`config.mk`:
```
export PLATFORM = sky130hd
export DESIGN_NAME = tpg_pattern_gen
export DESIGN_NICKNAME = d
export VERILOG_FILES = /design/src/tpg_pkg.sv /design/src/tpg_pattern_gen.sv
export SDC_FILE = /design/constraint.sdc
export NUM_CORES = 1
export LEC_CHECK = 0
export BUFFER_PORTS_ARGS = -buffer_cell sky130_fd_sc_hd__buf_4
export CAP_MARGIN = 20
export CELL_PAD_IN_SITES_DETAIL_PLACEMENT = 2
export CELL_PAD_IN_SITES_GLOBAL_PLACEMENT = 2
export CORE_MARGIN = 4
export CORE_UTILIZATION = 38
export CTS_CLUSTER_SIZE = 20
export DETAILED_ROUTE_END_ITERATION = 10
export HOLD_SLACK_MARGIN = 0.05
export PLACE_DENSITY_LB_ADDON = 0.1
export SLEW_MARGIN = 10
export SYNTH_ARGS = -nofsm -noshare
export SYNTH_HDL_FRONTEND = slang
export SYNTH_SLANG_ARGS = --single-unit
```
`constraint.sdc`:
```
create_clock -name ref_clk -period 6.15 [get_ports ref_clk]
set_clock_uncertainty 0.05 [all_clocks]
set_input_delay 1.23 -clock ref_clk [delete_from_list [all_inputs] [get_ports ref_clk]]
set_output_delay 1.23 -clock ref_clk [all_outputs]
set_load 0.02 [all_outputs]
```
`src/tpg_pkg.sv`:
```
package tpg_pkg;

  localparam int CODE_W = 14;
  localparam int ADDR_W = 6;
  localparam int VALUE_LO_W = 6;

  // register indices as the serial port addresses them
  localparam logic [5:0] ADDR_START_HI   = 6'h30;
  localparam logic [5:0] ADDR_START_LO   = 6'h31;
  localparam logic [5:0] ADDR_WIDTH_HI   = 6'h32;
  localparam logic [5:0] ADDR_WIDTH_LO   = 6'h33;
  localparam logic [5:0] ADDR_CONTROL    = 6'h34;
  localparam logic [5:0] ADDR_PITCH      = 6'h35;
  localparam logic [5:0] ADDR_STEP       = 6'h36;
  localparam logic [5:0] ADDR_CHAN_DELAY = 6'h37;
  localparam logic [5:0] ADDR_VALUE_HI   = 6'h38;
  localparam logic [5:0] ADDR_VALUE_LO   = 6'h39;

  // values after reset
  localparam logic [7:0]  BASELINE_BYTE = 8'h00;
  localparam logic [15:0] BASELINE_WORD = 16'h0000;

  // lfsr taps for x^14 + x^13 + x^12 + x^2 + 1, xnor feedback
  localparam logic [CODE_W-1:0] LFSR_TAPS = 14'h3802;

  typedef enum logic [2:0] {
    MODE_FIXED    = 3'b000,
    MODE_HGRAD    = 3'b001,
    MODE_VGRAD    = 3'b010,
    MODE_LATTICE  = 3'b011,
    MODE_STRIPE   = 3'b100,
    MODE_LVDS_SYN = 3'b101,
    MODE_LVDS_ASY = 3'b110,
    MODE_UNUSED   = 3'b111
  } tpg_mode_e;

  typedef enum logic [1:0] {
    ROUTE_BOTH   = 2'b00,
    ROUTE_CH1    = 2'b01,
    ROUTE_CH2    = 2'b10,
    ROUTE_UNUSED = 2'b11
  } tpg_route_e;

  // control register layout, bit 7 down to bit 0
  typedef struct packed {
    logic       pat_en;
    tpg_mode_e  mode;
    logic       prbs_en;
    logic       seed_load;
    tpg_route_e route;
  } tpg_ctrl_s;

endpackage

```
`src/tpg_pattern_gen.sv`:
```
`timescale 1ns/10ps
`default_nettype none
module tpg_pattern_gen
  import tpg_pkg::*;
#(
  parameter int NUM_CH = 2
) (
  // clock and reset
  input  wire logic              ref_clk,
  input  wire logic              sys_rst,
  // register port
  input  wire logic              reg_wr_en,
  input  wire logic [ADDR_W-1:0] reg_addr,
  input  wire logic [7:0]        reg_wdata,
  output var  logic [7:0]        reg_rdata,
  // line timing pin
  input  wire logic              line_clamp_pulse_input,
  // converted samples
  input  wire logic [CODE_W-1:0] adc_ch1,
  input  wire logic [CODE_W-1:0] adc_ch2,
  // serializer feed
  output var  logic [CODE_W-1:0] lvds_ch1_data,
  output var  logic [CODE_W-1:0] lvds_ch2_data
);

  tpg_ctrl_s         ctrl_reg;
  logic [7:0]        pitch_reg;
  logic [7:0]        step_reg;
  logic [3:0]        chan_delay_reg;
  logic [7:0]        value_hi_reg;
  logic [5:0]        value_lo_reg;
  logic [15:0]       start_reg;
  logic [15:0]       width_reg;
  logic [7:0]        rdata_reg;
  logic [2:0]        clamp_sync_reg;
  logic              clamp_edge;
  logic              seen_reg;
  logic              line_live_reg;
  logic [15:0]       pix_cnt_reg;
  logic              in_region;
  logic              any_src;
  logic [CODE_W-1:0] value_code;
  logic [CODE_W-1:0] low_code;
  logic [7:0]        h_cnt_reg;
  logic [CODE_W-1:0] h_code_reg;
  logic              h_phase_reg;
  logic              h_wrap;
  logic              lvds_syn_reg;
  logic              lvds_asy_reg;
  logic [CODE_W-1:0] lfsr_reg;
  logic [CODE_W-1:0] adc_in  [NUM_CH];
  logic [CODE_W-1:0] out_reg [NUM_CH];

  // pattern value is high byte over low six bits
  assign value_code = {value_hi_reg, value_lo_reg};
  assign low_code   = {6'h00, step_reg};
  assign adc_in[0]  = adc_ch1;
  assign adc_in[1]  = adc_ch2;
  assign lvds_ch1_data = out_reg[0];
  assign lvds_ch2_data = out_reg[1];
  assign reg_rdata     = rdata_reg;

  // register writes; every register starts at the zero baseline
  always_ff @(posedge ref_clk) begin
    if (sys_rst) begin
      ctrl_reg       <= tpg_ctrl_s'(BASELINE_BYTE);
      pitch_reg      <= BASELINE_BYTE;
      step_reg       <= BASELINE_BYTE;
      chan_delay_reg <= BASELINE_BYTE[3:0];
      value_hi_reg   <= BASELINE_BYTE;
      value_lo_reg   <= BASELINE_BYTE[VALUE_LO_W-1:0];
      start_reg      <= BASELINE_WORD;
      width_reg      <= BASELINE_WORD;
    end else if (reg_wr_en) begin
      case (reg_addr)
        ADDR_START_HI:   start_reg[15:8]  <= reg_wdata;
        ADDR_START_LO:   start_reg[7:0]   <= reg_wdata;
        ADDR_WIDTH_HI:   width_reg[15:8]  <= reg_wdata;
        ADDR_WIDTH_LO:   width_reg[7:0]   <= reg_wdata;
        ADDR_CONTROL:    ctrl_reg         <= tpg_ctrl_s'(reg_wdata);
        ADDR_PITCH:      pitch_reg        <= reg_wdata;
        ADDR_STEP:       step_reg         <= reg_wdata;
        ADDR_CHAN_DELAY: chan_delay_reg   <= reg_wdata[3:0];
        ADDR_VALUE_HI:   value_hi_reg     <= reg_wdata;
        ADDR_VALUE_LO:   value_lo_reg     <= reg_wdata[VALUE_LO_W-1:0];
        default: begin
        end
      endcase
    end
  end

  // readback, one cycle behind the address; unused bits and addresses read zero
  always_ff @(posedge ref_clk) begin
    if (sys_rst) begin
      rdata_reg <= BASELINE_BYTE;
    end else begin
      case (reg_addr)
        ADDR_START_HI:   rdata_reg <= start_reg[15:8];
        ADDR_START_LO:   rdata_reg <= start_reg[7:0];
        ADDR_WIDTH_HI:   rdata_reg <= width_reg[15:8];
        ADDR_WIDTH_LO:   rdata_reg <= width_reg[7:0];
        ADDR_CONTROL:    rdata_reg <= ctrl_reg;
        ADDR_PITCH:      rdata_reg <= pitch_reg;
        ADDR_STEP:       rdata_reg <= step_reg;
        ADDR_CHAN_DELAY: rdata_reg <= {4'h0, chan_delay_reg};
        ADDR_VALUE_HI:   rdata_reg <= value_hi_reg;
        ADDR_VALUE_LO:   rdata_reg <= {2'h0, value_lo_reg};
        default:         rdata_reg <= BASELINE_BYTE;
      endcase
    end
  end

  // clamp pin crosses in through two flops; the third only serves edge detect
  always_ff @(posedge ref_clk) begin
    if (sys_rst) begin
      clamp_sync_reg <= 3'h0;
    end else begin
      clamp_sync_reg <= {clamp_sync_reg[1:0], line_clamp_pulse_input};
    end
  end
  assign clamp_edge = clamp_sync_reg[1] & ~clamp_sync_reg[2];

  assign any_src = ctrl_reg.prbs_en | ctrl_reg.pat_en;

  // pixel position since the last clamp leading edge, saturating
  always_ff @(posedge ref_clk) begin
    if (sys_rst) begin
      pix_cnt_reg <= 16'h0000;
      seen_reg    <= 1'b0;
    end else if (clamp_edge) begin
      pix_cnt_reg <= 16'h0000;
      seen_reg    <= 1'b1;
    end else if (pix_cnt_reg != 16'hFFFF) begin
      pix_cnt_reg <= pix_cnt_reg + 16'h0001;
    end
  end

  // valid region is [start, start + width); nothing before the first clamp
  assign in_region = seen_reg & (pix_cnt_reg >= start_reg) &
                     ({1'b0, pix_cnt_reg} < ({1'b0, start_reg} + {1'b0, width_reg}));

  // line tracking restarts whenever every source is switched off
  always_ff @(posedge ref_clk) begin
    if (sys_rst || !any_src) begin
      line_live_reg <= 1'b0;
    end else if (clamp_edge) begin
      line_live_reg <= 1'b1;
    end
  end

  // pitch of zero behaves as one so the pattern never stalls
  assign h_wrap = ({1'b0, h_cnt_reg} + 9'h001) >= {1'b0, pitch_reg};

  // horizontal step state, shared by both channels
  always_ff @(posedge ref_clk) begin
    if (sys_rst || clamp_edge) begin
      h_cnt_reg   <= 8'h00;
      h_code_reg  <= value_code;
      h_phase_reg <= 1'b1;
    end else if (in_region) begin
      if (h_wrap) begin
        h_cnt_reg   <= 8'h00;
        h_code_reg  <= h_code_reg + low_code;
        h_phase_reg <= ~h_phase_reg;
      end else begin
        h_cnt_reg <= h_cnt_reg + 8'h01;
      end
    end
  end

  // lvds test phase: one copy realigned at each clamp edge, one free running
  always_ff @(posedge ref_clk) begin
    if (sys_rst) begin
      lvds_syn_reg <= 1'b0;
      lvds_asy_reg <= 1'b0;
    end else begin
      lvds_syn_reg <= clamp_edge ? 1'b0 : ~lvds_syn_reg;
      lvds_asy_reg <= ~lvds_asy_reg;
    end
  end

  // lfsr: xnor feedback so an all-zero seed still runs; load beats advance
  always_ff @(posedge ref_clk) begin
    if (sys_rst) begin
      lfsr_reg <= 14'h0000;
    end else if (ctrl_reg.seed_load && clamp_edge) begin
      lfsr_reg <= value_code;
    end else if (ctrl_reg.prbs_en && in_region) begin
      lfsr_reg <= {lfsr_reg[CODE_W-2:0], ~^(lfsr_reg & LFSR_TAPS)};
    end
  end

  // per channel line state and output mux
  for (genvar c = 0; c < NUM_CH; c++) begin : g_ch
    logic [3:0]        dly_cnt_reg;
    logic [7:0]        v_cnt_reg;
    logic [CODE_W-1:0] v_code_reg;
    logic              v_phase_reg;
    logic [3:0]        dly_lines;
    logic              v_wrap;
    logic              routed;
    logic              use_pat;
    logic [CODE_W-1:0] pat_code;

    // only channel 2 lags; its line state holds at line zero meanwhile
    assign dly_lines = (c == 0) ? 4'h0 : chan_delay_reg;
    assign v_wrap    = ({1'b0, v_cnt_reg} + 9'h001) >= {1'b0, pitch_reg};

    always_ff @(posedge ref_clk) begin
      if (sys_rst || !any_src) begin
        dly_cnt_reg <= 4'h0;
        v_cnt_reg   <= 8'h00;
        v_code_reg  <= value_code;
        v_phase_reg <= 1'b1;
      end else if (clamp_edge && line_live_reg) begin
        if (dly_cnt_reg < dly_lines) begin
          dly_cnt_reg <= dly_cnt_reg + 4'h1;
        end else if (v_wrap) begin
          v_cnt_reg   <= 8'h00;
          v_code_reg  <= v_code_reg + low_code;
          v_phase_reg <= ~v_phase_reg;
        end else begin
          v_cnt_reg <= v_cnt_reg + 8'h01;
        end
      end
    end

    // unused route code leaves both channels on converted data
    assign routed = (ctrl_reg.route == ROUTE_BOTH) ||
                    ((c == 0) && (ctrl_reg.route == ROUTE_CH1)) ||
                    ((c == 1) && (ctrl_reg.route == ROUTE_CH2));

    always_comb begin
      pat_code = value_code;
      case (ctrl_reg.mode)
        MODE_FIXED:    pat_code = value_code;
        MODE_HGRAD:    pat_code = h_code_reg;
        MODE_VGRAD:    pat_code = v_code_reg;
        MODE_LATTICE:  pat_code = (h_phase_reg ^ v_phase_reg) ? value_code : low_code;
        MODE_STRIPE:   pat_code = h_phase_reg ? value_code : low_code;
        MODE_LVDS_SYN: pat_code = lvds_syn_reg ? ~value_code : value_code;
        MODE_LVDS_ASY: pat_code = lvds_asy_reg ? ~value_code : value_code;
        default:       pat_code = value_code;
      endcase
    end

    // prbs wins over the pattern switch; mode 111 drives no pattern code but still counts as a source
    assign use_pat = in_region & routed &
                     (ctrl_reg.prbs_en |
                      (ctrl_reg.pat_en & (ctrl_reg.mode != MODE_UNUSED)));

    always_ff @(posedge ref_clk) begin
      if (sys_rst) begin
        out_reg[c] <= 14'h0000;
      end else if (use_pat) begin
        out_reg[c] <= ctrl_reg.prbs_en ? lfsr_reg : pat_code;
      end else begin
        out_reg[c] <= adc_in[c];
      end
    end
  end

endmodule
`default_nettype wire

```
==> flow_metrics.py <==
metrics = {
    "yosys": {
        "synth_edf_count": 70,
        "synth_xor_area_frac": 0.0494,
        "synth_fa_ha_area_frac": 0.0965,
        "ys_seq_elements": 220,
        "synthSimpleGateAreaFrac": 0.184,
        "synth_compound_area_frac": 0.194,
        "synthesis.area_mm2": 0.0142,
        "synthArstFlopShare": 0,
        "ys.warnings.count": 0,
        "synth_cells": 1650,
        "synth_top_area_frac": 0.212,
        "synth_mux_area_frac": 0.0740,
        "ys.flop_type": "dfxtp_1",
        "ys_seq_area_frac": 0.360,
        "synth_most_common_cell": "nand2_1",
        "syn_avg_cell_area_um2": 8.60,
        "synth_commonest_cells": "nand2_1 (167), a21oi_1 (154), dfxtp_1 (150)",
        "synth_top_family_by_area": "compound AO/OA/AOI/OAI gates",
        "synth_area_leaders": "dfxtp_1 (21%), edfxtp_1 (15%), ha_1 (9.1%)",
        "synthDistinctLibCells": 67,
        "synth_top_cell_by_area": "dfxtp_1",
    },
    "clock_tree": {
        "clk_path_buf_depth": 3,
        "cts_sinks": 220,
        "cts_tree": "built",
        "path_clk_slew_ns": 0.06,
        "cts_root_buffer": "clkbuf_16",
        "cts-hold-fix-buffers": 0,
        "clk_latency_ns": 0.56,
        "htree_num_levels": 1,
        "numCtsBuffers": 27,
        "ctsResizeCount": 0,
        "post_cts_buffers": 0,
    },
    "critical_path": {
        "critPathKind": "reg -> reg",
        "cpMostUsedCell": "a21oi_1",
        "reg2reg_slack_ns": 1.13,
        "path_buf_inv": 1,
        "worst_ep_arrival_time_ns": 5.16,
        "reg2regPathDepth": 18,
        "cpPeakStageDelay_ns": 0.56,
        "cp_slowest_cell": "nand2_1",
        "crit_family": "compound AO/OA/AOI/OAI gates",
        "crit_path_end_kind": "flip-flop",
        "startpoint_type": "flip-flop",
        "r2r-start": "start_reg[0]",
        "worstPathRequired_ns": 6.28,
        "path_cells": "ha_1 -> fa_1 -> a211oi_1 -> o21a_1 -> o21ai_2 -> nor3_1 -> o21bai_1 -> a21oi_1 -> xor2_1 -> ha_1 -> a21o_1 -> a21oi_1 -> nand3_1 -> o311a_4 -> a21oi_1 -> buf_4 -> nand2_1 -> nand2_1",
        "reg2reg_to": "h_code_reg[5]",
        "cp_max_fo": 14,
    },
    "timing": {
        "hold_viol_final": 0,
        "period_share": 0.817,
        "finalSetupTns_ns": 0,
        "slew_violations": 0,
        "post-route-min-period_ns": 5.02,
        "fmax_mhz": 199,
        "tightest_slew_ns": 1.10,
        "finalSetupViolCount": 0,
        "grt_setup_unrepaired": "false",
        "whs_ns": 0.411,
        "max_slew_margin": 0.266,
    },
    "power_and_ir_drop": {
        "p_leak_nw": 6.24,
        "power_density_mw_per_mm2": 210,
        "p_total_mw": 3.39,
        "ir_worst_vdd_v": 0.000198,
    },
    "detailed_routing": {
        "viasPerCell": 5.92,
        "ant_nets": 0,
        "drt_pre_antenna_iters": 5,
        "drc": 0,
        "drt_iter0_markers": 799,
        "wl_per_cell_um": 24.7,
        "finalWirelength_um": 54400,
        "vias": 13016,
    },
    "placement": {
        "gp_congestion": 0.829,
        "dpl.hpwl_um": 39200,
        "portBuffers": 81,
    },
    "run": {
        "max_cap_viol_count": 0,
    },
    "floorplanning": {
        "num_rows": 70,
        "die_area_mm2": 0.0405,
        "die_h_um": 201,
        "die_w_um": 201,
        "io_pins": 82,
        "core_mm2": 0.0367,
        "start_util": 0.387,
    },
    "global_route": {
        "overflow": 0,
        "track_usage": 0.261,
        "antenna_found_initial": 2,
        "grt_max_degree": 76,
        "grt_pass1_vias": 14005,
        "grt_pass1_wl_um": 83700,
    },
    "worst_hold_path": {
        "holdCritPathClass": "reg -> reg",
        "holdPathEnd": "clamp_sync_reg[2]",
        "hold_depth": 1,
        "min_from": "clamp_sync_reg[1]",
    },
    "layout": {
        "layout-drive-gt1-share": 0.103,
        "syn_to_final_growth_pct": 13.7,
        "multi_input_area_mm2": 0.00861,
        "seqCellArea_mm2": 0.00510,
        "nets": 1861,
        "fin_util": 0.440,
        "fillers": 4117,
    },
    "outcome": {
        "outcome": "finished clean",
    },
}
## report_power, final
group | internal [mW] | total [mW] | switching (mW) | leakage, nW
Clock | 0.931 | 1.61 | 0.677 | 0.438
Combinational | 0.0802 | 0.225 | 0.145 | 3.82
Sequential | 1.53 | 1.56 | 0.0307 | 1.98
## cell type report
cell class              instances  share of cell area
multi-input cells            1304               0.533
flip-flops and latches        220               0.316
clock buffers                  41              0.0493
repair buffers                101              0.0472
well taps                     468              0.0363
inverters                      54              0.0126
clock inverters                 9             0.00458
diodes                          1            0.000155
## worst max-delay path by stage
stage | from | end | cells past startpoint
after floorplan | start_reg[0] | h_code_reg[0] | 18
after global placement | start_reg[0] | h_code_reg[7] | 18
after detailed placement | start_reg[0] | h_code_reg[4] | 18
after CTS | start_reg[0] | h_code_reg[4] | 18
after global routing | start_reg[0] | lfsr_reg[13] | 17
final | start_reg[0] | h_code_reg[5] | 18
## metal layers
| layer | global-route usage | wire, um | share of wire | vias up |
|---|---|---|---|---|
| li1 | - | - | - | 6074 |
| met2 | 0.470 | 27200 | 0.50 | 293 |
| met1 | 0.317 | 22600 | 0.41 | 6551 |
| met4 | 0.0867 | 2130 | 0.039 | 0 |
| met3 | 0.0414 | 2540 | 0.047 | 98 |
| met5 | 0 | 0 | 0 | - |
## cells by family after synthesis
kind of cell,count (synthesis)
AO/OA/AOI/OAI,438
other,1
flip-flops,220
adder cells (fa/ha/maj),107
XOR/XNOR,80
buffers and inverters,153
AND/OR/NAND/NOR,552
multiplexers,99
## worst register-to-register path, stage by stage (launching register included)
cell and delay, ns:
dfxtp_1 0.34, ha_1 0.24, fa_1 0.43, a211oi_1 0.33
o21a_1 0.20, o21ai_2 0.10, nor3_1 0.22, o21bai_1 0.11
a21oi_1 0.18, xor2_1 0.18, ha_1 0.26, a21o_1 0.16
a21oi_1 0.18, nand3_1 0.12, o311a_4 0.46, a21oi_1 0.20
buf_4 0.22, nand2_1 0.11, nand2_1 0.56
## cell usage in the layout, fill, tap and decap left out, drive strengths merged, types with 10 or more instances in the layout
cell type	netlist	routed
inv	54	55
nand3	90	90
xor2	32	32
nand4	12	12
mux2i	88	88
a21o	16	16
nor3	29	29
or3	13	13
conb	1	28
a21oi	154	154
ha	103	103
a211oi	31	31
nand2	167	167
clkbuf	77	41
a31oi	14	14
nor2	131	131
edfxtp	70	70
and3	18	18
dfxtp	150	150
buf	22	101
nor2b	14	14
o21ai	102	102
nand2b	38	38
xnor2	48	48
nor3b	10	10
o211ai	25	25
a22oi	31	31
## metrics by stage
step	instances	instance area (um2)	worst slack [ns]
2_1_floorplan	1677	14300	1.80
3_3_place_gp	2145	15200	1.27
3_5_place_dp	2145	15200	1.16
4_1_cts	2195	16100	1.12
5_1_grt	2197	16100	0.770
6_report	2198	16100	1.13
No activity file was read; power rests on OpenSTA's default activity.
